$ cat src/rsi_pkg.sv
// Package of register map, field widths, reset values and timing for the reset state block.
package rsi_pkg;

  // ==========================================================================
  // Register byte offsets on the Wishbone bus
  // ==========================================================================
  localparam logic [7:0] RSI_PROC_CLK_OFS  = 8'h00;
  localparam logic [7:0] RSI_SYS_CLK_OFS   = 8'h04;
  localparam logic [7:0] RSI_CLK_OUT_OFS   = 8'h08;
  localparam logic [7:0] RSI_SUB_OSC_OFS   = 8'h0C;
  localparam logic [7:0] RSI_IRQ_REQ_OFS   = 8'h10;
  localparam logic [7:0] RSI_IRQ_EN_OFS    = 8'h14;
  localparam logic [7:0] RSI_IRQ_PRI_OFS   = 8'h18;
  localparam logic [7:0] RSI_EXT_INT_OFS   = 8'h1C;
  localparam logic [7:0] RSI_PORT_DIR_OFS  = 8'h20;
  localparam logic [7:0] RSI_PORT_LAT_OFS  = 8'h24;
  localparam logic [7:0] RSI_PULLUP_OFS    = 8'h28;
  localparam logic [7:0] RSI_BSB_OFS       = 8'h2C;
  localparam logic [7:0] RSI_STATUS_OFS    = 8'h30;
  localparam logic [7:0] RSI_STOP_OFS      = 8'h34;

  // ==========================================================================
  // Field widths and reset values
  // ==========================================================================
  localparam int RSI_NIBBLE_W   = 4;
  localparam int RSI_IRQ_N      = 10;
  localparam int RSI_EXT_N      = 3;
  localparam int RSI_DIR_N      = 3;
  localparam int RSI_PULL_N     = 2;
  localparam int RSI_BSB_N      = 4;
  localparam int RSI_PORT_W     = 16;
  localparam logic [3:0]  RSI_NIBBLE_RST = 4'h0;
  localparam logic [15:0] RSI_WORD16_RST = 16'h0000;
  localparam logic [31:0] RSI_UNMAPPED_RD = 32'h0000_0000;

  // Status bit positions.
  localparam int RSI_ST_WAITING_BIT = 0;
  localparam int RSI_ST_STOPPED_BIT = 1;
  localparam int RSI_ST_BSB_OK_BIT  = 2;

  // ==========================================================================
  // Stop release wait, 2^9 oscillator cycles at the given oscillator rate
  // ==========================================================================
  localparam int RSI_WAIT_OSC_CYCLES = 512;
  localparam int RSI_OSC_KHZ         = 2000;
  localparam int RSI_CLK_KHZ         = 40000;
  localparam int RSI_WAIT_US         = 256;
  localparam int RSI_WAIT_CLKS       = RSI_WAIT_US * (RSI_CLK_KHZ / 1000);

  typedef enum logic [1:0] {RSI_RUN, RSI_STOP, RSI_WAIT} rsi_state_e;

endpackage

$ cat src/rsi_wait_timer.sv
// Stop release wait timer with a build-time selectable length.
`timescale 1ns/10ps
`default_nettype none

module rsi_wait_timer
  import rsi_pkg::*;
#(
  parameter int          WAIT_CLKS = RSI_WAIT_CLKS,
  parameter bit          NO_WAIT   = 1'b0
)(
  input  wire logic      clk_i,
  input  wire logic      rst_i,
  input  wire logic      start_i,
  output logic           done_o,
  output logic           busy_o
);

  localparam int CNT_W = $clog2(WAIT_CLKS + 1);
  localparam logic [CNT_W-1:0] CNT_LOAD = CNT_W'(WAIT_CLKS - 1);

  logic [CNT_W-1:0] cnt_q;
  logic [CNT_W-1:0] cnt_d;
  logic             busy_q;
  logic             busy_d;
  logic             done_q;
  logic             done_d;

  // ==========================================================================
  // Counter
  // ==========================================================================
  always_comb
  begin
    cnt_d  = cnt_q;
    busy_d = busy_q;
    done_d = 1'b0;
    if (start_i && !busy_q)
    begin
      if (NO_WAIT)
      begin
        done_d = 1'b1;
      end
      else
      begin
        cnt_d  = CNT_LOAD;
        busy_d = 1'b1;
      end
    end
    else if (busy_q)
    begin
      if (cnt_q == '0)
      begin
        busy_d = 1'b0;
        done_d = 1'b1;
      end
      else
      begin
        cnt_d = cnt_q - 1'b1;
      end
    end
  end

  always_ff @(posedge clk_i)
  begin
    if (rst_i)
    begin
      cnt_q  <= '0;
      busy_q <= 1'b0;
      done_q <= 1'b0;
    end
    else
    begin
      cnt_q  <= cnt_d;
      busy_q <= busy_d;
      done_q <= done_d;
    end
  end

  assign done_o = done_q;
  assign busy_o = busy_q;

endmodule

`default_nettype wire

$ cat src/rsi_reset_state.sv
// Reset state initializer: clock, interrupt, port and bit buffer registers behind Wishbone.
//
// Added by the designer: the register offsets and register access over Wishbone.
`timescale 1ns/10ps
`default_nettype none

// How it works
// - Any reset zeroes processor clock, system clock and sub-oscillator controls.
// - Any reset zeroes the clock output select register.
// - Any reset zeroes all interrupt request and enable flags.
// - Any reset zeroes the interrupt priority select register.
// - Any reset zeroes the three external interrupt configuration registers.
// - Reset turns port buffers off, clears latches and direction groups.
// - Any reset zeroes both pull-up select registers.
// - Bit buffers kept on standby reset, undefined after reset in operation.
// - Interrupt release of stop inserts a selectable wait or none.
module rsi_reset_state
  import rsi_pkg::*;
#(
  parameter int          WAIT_CLKS = RSI_WAIT_CLKS,
  parameter bit          NO_WAIT   = 1'b0
)(
  input  wire logic                  clk_i,
  input  wire logic                  rst_i,
  input  wire logic                  wb_cyc_i,
  input  wire logic                  wb_stb_i,
  input  wire logic                  wb_we_i,
  input  wire logic [7:0]            wb_adr_i,
  input  wire logic [3:0]            wb_sel_i,
  input  wire logic [31:0]           wb_dat_i,
  output logic      [31:0]           wb_dat_o,
  output logic                       wb_ack_o,
  input  wire logic [RSI_IRQ_N-1:0]  irq_event_i,
  output logic      [RSI_PORT_W-1:0] port_out_o,
  output logic      [RSI_PORT_W-1:0] port_oe_n_o,
  output logic                       stopped_o
);

  logic [3:0]               proc_clk_q, proc_clk_d;
  logic [3:0]               sys_clk_q, sys_clk_d;
  logic [3:0]               clk_out_q, clk_out_d;
  logic [3:0]               sub_osc_q, sub_osc_d;
  logic [RSI_IRQ_N-1:0]     irq_req_q, irq_req_d;
  logic [RSI_IRQ_N-1:0]     irq_en_q, irq_en_d;
  logic [3:0]               irq_pri_q, irq_pri_d;
  logic [3:0]               ext_cfg_q [RSI_EXT_N];
  logic [3:0]               ext_cfg_d [RSI_EXT_N];
  logic [3:0]               dir_q [RSI_DIR_N];
  logic [3:0]               dir_d [RSI_DIR_N];
  logic [RSI_PORT_W-1:0]    lat_q, lat_d;
  logic [3:0]               pull_q [RSI_PULL_N];
  logic [3:0]               pull_d [RSI_PULL_N];
  logic [3:0]               bsb_q [RSI_BSB_N];
  logic [3:0]               bsb_d [RSI_BSB_N];
  logic                     bsb_ok_q, bsb_ok_d;
  rsi_state_e               state_q, state_d;
  logic                     ack_q, ack_d;
  logic [31:0]              rdat_q, rdat_d;
  logic [RSI_PORT_W-1:0]    oe_n_q, oe_n_d;
  logic                     stop_q, stop_d;
  logic                     wr;
  logic                     rd;
  logic                     wait_start;
  logic                     wait_done;
  logic                     wait_busy;
  logic [3:0]               wn;
  logic                     rst_seen_q;

  assign wr = wb_cyc_i && wb_stb_i && wb_we_i && !ack_q && wb_sel_i[0];
  assign rd = wb_cyc_i && wb_stb_i && !wb_we_i && !ack_q;
  assign wn = wb_dat_i[3:0];

  // ==========================================================================
  // Stop standby control
  // ==========================================================================
  always_comb
  begin
    state_d    = state_q;
    wait_start = 1'b0;
    case (state_q)
      RSI_RUN:
      begin
        if (wr && wb_adr_i == RSI_STOP_OFS && wb_dat_i[0])
        begin
          state_d = RSI_STOP;
        end
      end
      RSI_STOP:
      begin
        if (|(irq_event_i & irq_en_q))
        begin
          wait_start = 1'b1;
          state_d    = RSI_WAIT;
        end
      end
      RSI_WAIT:
      begin
        if (wait_done)
        begin
          state_d = RSI_RUN;
        end
      end
      default:
      begin
        state_d = RSI_RUN;
      end
    endcase
    stop_d = (state_d != RSI_RUN);
  end

  rsi_wait_timer #(
    .WAIT_CLKS (WAIT_CLKS),
    .NO_WAIT   (NO_WAIT)
  ) u_wait (
    .clk_i   (clk_i),
    .rst_i   (rst_i),
    .start_i (wait_start),
    .done_o  (wait_done),
    .busy_o  (wait_busy)
  );

  // ==========================================================================
  // Register writes
  // ==========================================================================
  always_comb
  begin
    proc_clk_d = proc_clk_q;
    sys_clk_d  = sys_clk_q;
    clk_out_d  = clk_out_q;
    sub_osc_d  = sub_osc_q;
    irq_en_d   = irq_en_q;
    irq_pri_d  = irq_pri_q;
    lat_d      = lat_q;
    ext_cfg_d  = ext_cfg_q;
    dir_d      = dir_q;
    pull_d     = pull_q;
    bsb_d      = bsb_q;
    bsb_ok_d   = bsb_ok_q;
    irq_req_d  = irq_req_q;
    // Software clears a request by writing one; a new event in the same cycle wins.
    if (wr && wb_adr_i == RSI_IRQ_REQ_OFS)
    begin
      irq_req_d = irq_req_q & ~wb_dat_i[RSI_IRQ_N-1:0];
    end
    irq_req_d = irq_req_d | irq_event_i;
    if (wr)
    begin
      if (wb_adr_i == RSI_PROC_CLK_OFS)
      begin
        proc_clk_d = wn;
      end
      else if (wb_adr_i == RSI_SYS_CLK_OFS)
      begin
        sys_clk_d = wn;
      end
      else if (wb_adr_i == RSI_CLK_OUT_OFS)
      begin
        clk_out_d = wn;
      end
      else if (wb_adr_i == RSI_SUB_OSC_OFS)
      begin
        sub_osc_d = wn;
      end
      else if (wb_adr_i == RSI_IRQ_EN_OFS)
      begin
        irq_en_d = wb_dat_i[RSI_IRQ_N-1:0];
      end
      else if (wb_adr_i == RSI_IRQ_PRI_OFS)
      begin
        irq_pri_d = wn;
      end
      else if (wb_adr_i == RSI_EXT_INT_OFS)
      begin
        for (int i = 0; i < RSI_EXT_N; i++)
        begin
          ext_cfg_d[i] = wb_dat_i[4*i +: 4];
        end
      end
      else if (wb_adr_i == RSI_PORT_DIR_OFS)
      begin
        for (int i = 0; i < RSI_DIR_N; i++)
        begin
          dir_d[i] = wb_dat_i[4*i +: 4];
        end
      end
      else if (wb_adr_i == RSI_PORT_LAT_OFS)
      begin
        lat_d = wb_dat_i[RSI_PORT_W-1:0];
      end
      else if (wb_adr_i == RSI_PULLUP_OFS)
      begin
        for (int i = 0; i < RSI_PULL_N; i++)
        begin
          pull_d[i] = wb_dat_i[4*i +: 4];
        end
      end
      else if (wb_adr_i == RSI_BSB_OFS)
      begin
        for (int i = 0; i < RSI_BSB_N; i++)
        begin
          bsb_d[i] = wb_dat_i[4*i +: 4];
        end
        bsb_ok_d = 1'b1;
      end
    end
    // Direction groups a, b, c enable bits 0-3, 4-7 and 8-15 of the port.
    oe_n_d = ~{{2{dir_d[2]}}, dir_d[1], dir_d[0]};
  end

  // ==========================================================================
  // Read mux and acknowledge
  // ==========================================================================
  always_comb
  begin
    ack_d  = wb_cyc_i && wb_stb_i && !ack_q;
    rdat_d = RSI_UNMAPPED_RD;
    if (rd)
    begin
      if (wb_adr_i == RSI_PROC_CLK_OFS)
      begin
        rdat_d = {28'h0, proc_clk_q};
      end
      else if (wb_adr_i == RSI_SYS_CLK_OFS)
      begin
        rdat_d = {28'h0, sys_clk_q};
      end
      else if (wb_adr_i == RSI_CLK_OUT_OFS)
      begin
        rdat_d = {28'h0, clk_out_q};
      end
      else if (wb_adr_i == RSI_SUB_OSC_OFS)
      begin
        rdat_d = {28'h0, sub_osc_q};
      end
      else if (wb_adr_i == RSI_IRQ_REQ_OFS)
      begin
        rdat_d = {22'h0, irq_req_q};
      end
      else if (wb_adr_i == RSI_IRQ_EN_OFS)
      begin
        rdat_d = {22'h0, irq_en_q};
      end
      else if (wb_adr_i == RSI_IRQ_PRI_OFS)
      begin
        rdat_d = {28'h0, irq_pri_q};
      end
      else if (wb_adr_i == RSI_EXT_INT_OFS)
      begin
        rdat_d = {20'h0, ext_cfg_q[2], ext_cfg_q[1], ext_cfg_q[0]};
      end
      else if (wb_adr_i == RSI_PORT_DIR_OFS)
      begin
        rdat_d = {20'h0, dir_q[2], dir_q[1], dir_q[0]};
      end
      else if (wb_adr_i == RSI_PORT_LAT_OFS)
      begin
        rdat_d = {16'h0, lat_q};
      end
      else if (wb_adr_i == RSI_PULLUP_OFS)
      begin
        rdat_d = {24'h0, pull_q[1], pull_q[0]};
      end
      else if (wb_adr_i == RSI_BSB_OFS)
      begin
        rdat_d = {16'h0, bsb_q[3], bsb_q[2], bsb_q[1], bsb_q[0]};
      end
      else if (wb_adr_i == RSI_STATUS_OFS)
      begin
        rdat_d = {29'h0, bsb_ok_q, state_q == RSI_STOP, wait_busy};
      end
      else if (wb_adr_i == RSI_STOP_OFS)
      begin
        rdat_d = {31'h0, stop_q};
      end
    end
  end

  // ==========================================================================
  // State registers
  // ==========================================================================
  always_ff @(posedge clk_i)
  begin
    if (rst_i)
    begin
      proc_clk_q <= RSI_NIBBLE_RST;
      sys_clk_q  <= RSI_NIBBLE_RST;
      sub_osc_q  <= RSI_NIBBLE_RST;
      clk_out_q  <= RSI_NIBBLE_RST;
      irq_req_q  <= '0;
      irq_en_q   <= '0;
      irq_pri_q  <= RSI_NIBBLE_RST;
      for (int i = 0; i < RSI_EXT_N; i++)
      begin
        ext_cfg_q[i] <= RSI_NIBBLE_RST;
      end
      for (int i = 0; i < RSI_DIR_N; i++)
      begin
        dir_q[i] <= RSI_NIBBLE_RST;
      end
      lat_q    <= RSI_WORD16_RST;
      oe_n_q   <= ~RSI_WORD16_RST;
      for (int i = 0; i < RSI_PULL_N; i++)
      begin
        pull_q[i] <= RSI_NIBBLE_RST;
      end
      // Buffers keep their contents; only in-operation reset marks them undefined.
      // A reset held for several cycles judges by the state of its first cycle only.
      bsb_ok_q   <= bsb_ok_q && (state_q != RSI_RUN || rst_seen_q);
      rst_seen_q <= 1'b1;
      state_q  <= RSI_RUN;
      stop_q   <= 1'b0;
      ack_q    <= 1'b0;
      rdat_q   <= RSI_UNMAPPED_RD;
    end
    else
    begin
      proc_clk_q <= proc_clk_d;
      sys_clk_q  <= sys_clk_d;
      sub_osc_q  <= sub_osc_d;
      clk_out_q  <= clk_out_d;
      irq_req_q  <= irq_req_d;
      irq_en_q   <= irq_en_d;
      irq_pri_q  <= irq_pri_d;
      ext_cfg_q  <= ext_cfg_d;
      dir_q      <= dir_d;
      lat_q      <= lat_d;
      oe_n_q     <= oe_n_d;
      pull_q     <= pull_d;
      bsb_ok_q   <= bsb_ok_d;
      rst_seen_q <= 1'b0;
      state_q    <= state_d;
      stop_q     <= stop_d;
      ack_q      <= ack_d;
      rdat_q     <= rdat_d;
    end
  end

  // The buffers have no reset so that a standby reset cannot disturb them.
  always_ff @(posedge clk_i)
  begin
    if (!rst_i)
    begin
      bsb_q <= bsb_d;
    end
  end

  assign wb_dat_o    = rdat_q;
  assign wb_ack_o    = ack_q;
  assign port_out_o  = lat_q;
  assign port_oe_n_o = oe_n_q;
  assign stopped_o   = stop_q;

endmodule

`default_nettype wire

$ cat config.mk
export PLATFORM = sky130hd
export DESIGN_NAME = rsi_reset_state
export DESIGN_NICKNAME = d
export VERILOG_FILES = /design/src/rsi_pkg.sv /design/src/rsi_wait_timer.sv /design/src/rsi_reset_state.sv
export SDC_FILE = /design/constraint.sdc
export NUM_CORES = 1
export LEC_CHECK = 0
export BUFFER_PORTS_ARGS = -buffer_cell sky130_fd_sc_hd__buf_4
export CAP_MARGIN = 20
export CORE_MARGIN = 10
export CORE_UTILIZATION = 55
export CTS_CLUSTER_DIAMETER = 150
export DETAILED_ROUTE_END_ITERATION = 8
export GPL_ROUTABILITY_DRIVEN = 0
export PLACE_DENSITY = 0.86
export SYNTH_ARGS = -nofsm -noshare
export SYNTH_HDL_FRONTEND = slang
export SYNTH_HIERARCHICAL = 1
export SYNTH_SLANG_ARGS = --single-unit
$ cat constraint.sdc
create_clock -name clk_i -period 7.2 [get_ports clk_i]
set_clock_uncertainty 0.2 [all_clocks]
set_input_delay 0.36 -clock clk_i [delete_from_list [all_inputs] [get_ports clk_i]]
set_output_delay 0.36 -clock clk_i [all_outputs]
set_load 0.005 [all_outputs]
==> results.toml <==
[floorplan]
die_h_microns = 131.0
std_cell_rows = 40
die_outline_area_sq_um = 17150
boundaryPins = 125
floorplan.initialDensity_pct = 56.39
coreArea_sq_um = 12010
floorplan.die.width_microns = 131.0

[setup_path]
crit_family = "simple AND/OR/NAND/NOR gates"
worstPathRequired_ps = 7350
critPathKind = "primary input to flip-flop"
path_max_fanout = 33
worst_path_max_delay_cell = "nor2_2"
critical_path_buf_inv_count = 1
crit_chain = "buf_4 -> nor3_1 -> nand3_1 -> nor2_2 -> nand2_1 -> a21oi_1"
timing.critical_path.slowest_cell_delay_ps = 900
crit_path_start_kind = "primary input"
setup.worst_path.end_class = "flip-flop"
critical_path_arrival_ps = 3200

[power_and_ir_drop]
combinationalPowerShare_pct = 4.9
share_clk_of_total_power_pct = 49.1
power.static_leakage_nw = 2.943
sw_frac_of_total_pct = 21.63
internal_power_mw = 1.492
report.power.total_mw = 1.904
cellPowerDensity_nw_per_um2 = 232.5
worst_ir_drop_vdd_v = 0.0001412
net-switching-power_mw = 0.4118
seqPwrFrac_pct = 45.9

[finish]
drive_above_1_share_pct = 18.05
finish.net_count = 889
area_delta_synth_final_pct = 20.95
finish.instance_area_sq_um = 8192
antenna-diode-count = 0
post_layout_nonfiller_instances = 989
final.fill_count = 906

[clock_network]
cts_repair_resize_count = 0
tritoncts_buffers = 17
clock_latency_on_the_worst_skew_pair_ps = 430
cts-root-buf = "clkbuf_16"
path_clk_slew_ps = 60
cts-htree-levels = 4
cts_post_setup_buffers_inserted = 0
cts-root-to-sink-buffers = 2
cts_hold_buf = 21
cts_num_sinks = 154
tritoncts = "built"

[routing]
drt.antenna.violating_nets = 0
wl_per_cell_microns = 19.70
drt_iter0_markers = 754
via_count = 6053
viasPerCell = 6.120
drcViolationCount = 0
drtPass1Iterations = 5
total_routed_length_microns = 19480

[synthesis]
synth_compound_area_share_pct = 15.09
synth_mux_area_share_pct = 8.849
synth_seq_cells = 154
number_of_enable_flip_flop_cells_after_synthesis = 17
synth_warnings = 6
netlist_area_sq_um = 6773
synth_adder_area_share_pct = 0.1847
synth_async_sr_flop_share_pct = 0
syn-mean-instance-area_sq_um = 9.079
synth_seq_area_share_pct = 48.03
synth_simple_gate_area_share_pct = 21.63
combinational_family_with_the_most_area_after_synthesis = "simple AND/OR/NAND/NOR gates"
synth_unique_cells = 67
synth_flop_cell = "dfxtp_1"
synth-xor-area-share_pct = 0.3880
syn-instance-count = 746

[global_routing]
global_route_wire_length_before_repair_microns = 29810
antenna_found_initial = 0
first_global_vias = 5684
grt_max_degree = 96
globalRouteOverflowTotal = 0
globalRouteTotalUtil_pct = 22.30

[placed_design]
placedCellCount = 935
dpl_cell_area_sq_um = 7356
port_buffers = 89
hpwlAfterDp_microns = 12430

[timing]
timing.final.hold_violations = 0
min_period_ps = 3053
rsz_0062_raised_after_global_routing = "false"
tightest_slew_ps = 1103
worst_rel_slew_slack_pct = 26.09
fmax_mhz = 327.6
timing.hold.ws_ps = 29.10
slew_violations = 0
timing.final.crit_share_pct = 42.40
final.setup.tns_ps = 0
setup_violations = 0

[job]
maxCapViolations = 0

[min_path]
min-delay-path-class = "primary input to flip-flop"

[status]
outcome = "finished clean"
-- Yosys cell counts, types with 5 or more instances --
library cell	number	area, sq um
a22oi_1	11	82.58
inv_1	7	26.28
a21oi_1	73	365.4
edfxtp_1	17	510.5
nor2b_1	9	56.30
nand2b_1	8	50.05
dfxtp_1	137	2743
nor2_1	82	307.8
or2_2	5	31.28
nor4_1	8	50.05
or4_1	5	37.54
buf_2	9	45.04
and3_1	6	37.54
clkbuf_1	29	108.9
o21ai_0	20	100.1
buf_4	21	157.7
or2_1	11	68.82
nand3_1	25	125.1
nand2_1	100	375.4
a221oi_1	7	61.31
nor3_1	15	75.07
mux2i_1	52	520.5
-- cell type report --
cell class                      instances  area [sq um]  share of cell area (%)
Clock buffer                           19         442.9                   5.407
Sequential cell                       154          3253                   39.71
Multi-Input combinational cell        535          3202                   39.09
Tap cell                              147         183.9                   2.245
Inverter                                7         26.28                  0.3208
Timing Repair Buffer                  114         908.4                   11.09
Clock inverter                         13         175.2                   2.138
-- worst min-delay path: stages --
cell and delay (ps):
buf_4 80, a21oi_1 40, nor2_1 120
-- power groups by stage --
stage | registers [mW] | logic (mW) | clock network, mW
4_1_cts | 0.875 | 0.0910 | 0.941
6_report | 0.875 | 0.0937 | 0.936
2_1_floorplan | 0.893 | 0.0500 | 0
5_1_grt | 0.875 | 0.101 | 0.975
3_3_place_gp | 0.893 | 0.0802 | 0
3_5_place_dp | 0.894 | 0.0810 | 0
-- cell families (layout without fill, tap and decap cells) --
group / after synthesis / in the layout
XOR/XNOR: 3 / 3
adder cells (fa/ha/maj): 1 / 1
flip-flops: 154 / 154
AND/OR/NAND/NOR: 301 / 301
AO/OA/AOI/OAI: 157 / 157
multiplexers: 57 / 57
other: 1 / 16
buffers and inverters: 72 / 153
-- metal layers --
metal	global-route usage [%]	wire length (microns)	up-vias
met4	10.53	609	0
li1	-	-	2779
met1	27.99	7798	2849
met3	6.164	2063	53
met2	34.84	9007	372
met5	0	0	-
-- cells in the final DEF, fill, tap and decap left out, drive strengths merged, types with 17 or more instances in the layout --
cell type	instances
a21oi	73
buf	93
clkbuf	19
dfxtp	137
dlygate4sd3	21
edfxtp	17
mux2i	52
nand2	101
nand3	25
nor2	87
nor3	17
o21ai	21
-- per-stage QoR --
step / utilization (%) / setup slack [ps]
after floorplan: - / 3639
after global placement: 61.24 / 3916
after detailed placement: 61.24 / 3842
after CTS: 68.14 / 4246
after global routing: 68.20 / 4112
final: 68.20 / 4147
-- sequential cells by signal (all words and copies together) (netlist names), 8 cells and up --
signal / flops
pull_q: 8
u_wait/cnt_q: 14
port_oe_n_o: 12
ext_cfg_q: 12
irq_req_q: 10
wb_dat_o: 16
dir_q: 12
port_out_o: 16
irq_en_q: 10
bsb_q: 16
-- path summary, 6_finish.rpt --
kind | depth (start not counted) | slack (ps) | to | from
worst max-delay path | 6 | 4150 | port_out_o[8]$_SDFFE_PP0P_ | wb_adr_i[3]
worst min-delay path | 3 | 30 | irq_req_q[2]$_SDFF_PP0_ | irq_event_i[2]
worst max register to register | 6 | 4570 | port_oe_n_o[13]$_SDFF_PP1_ | wb_ack_o$_SDFF_PP0_
worst min register to register | 2 | 250 | clk_out_q[2]$_SDFFE_PP0P_ | clk_out_q[2]$_SDFFE_PP0P_
(Power assumes the default switching activity.)
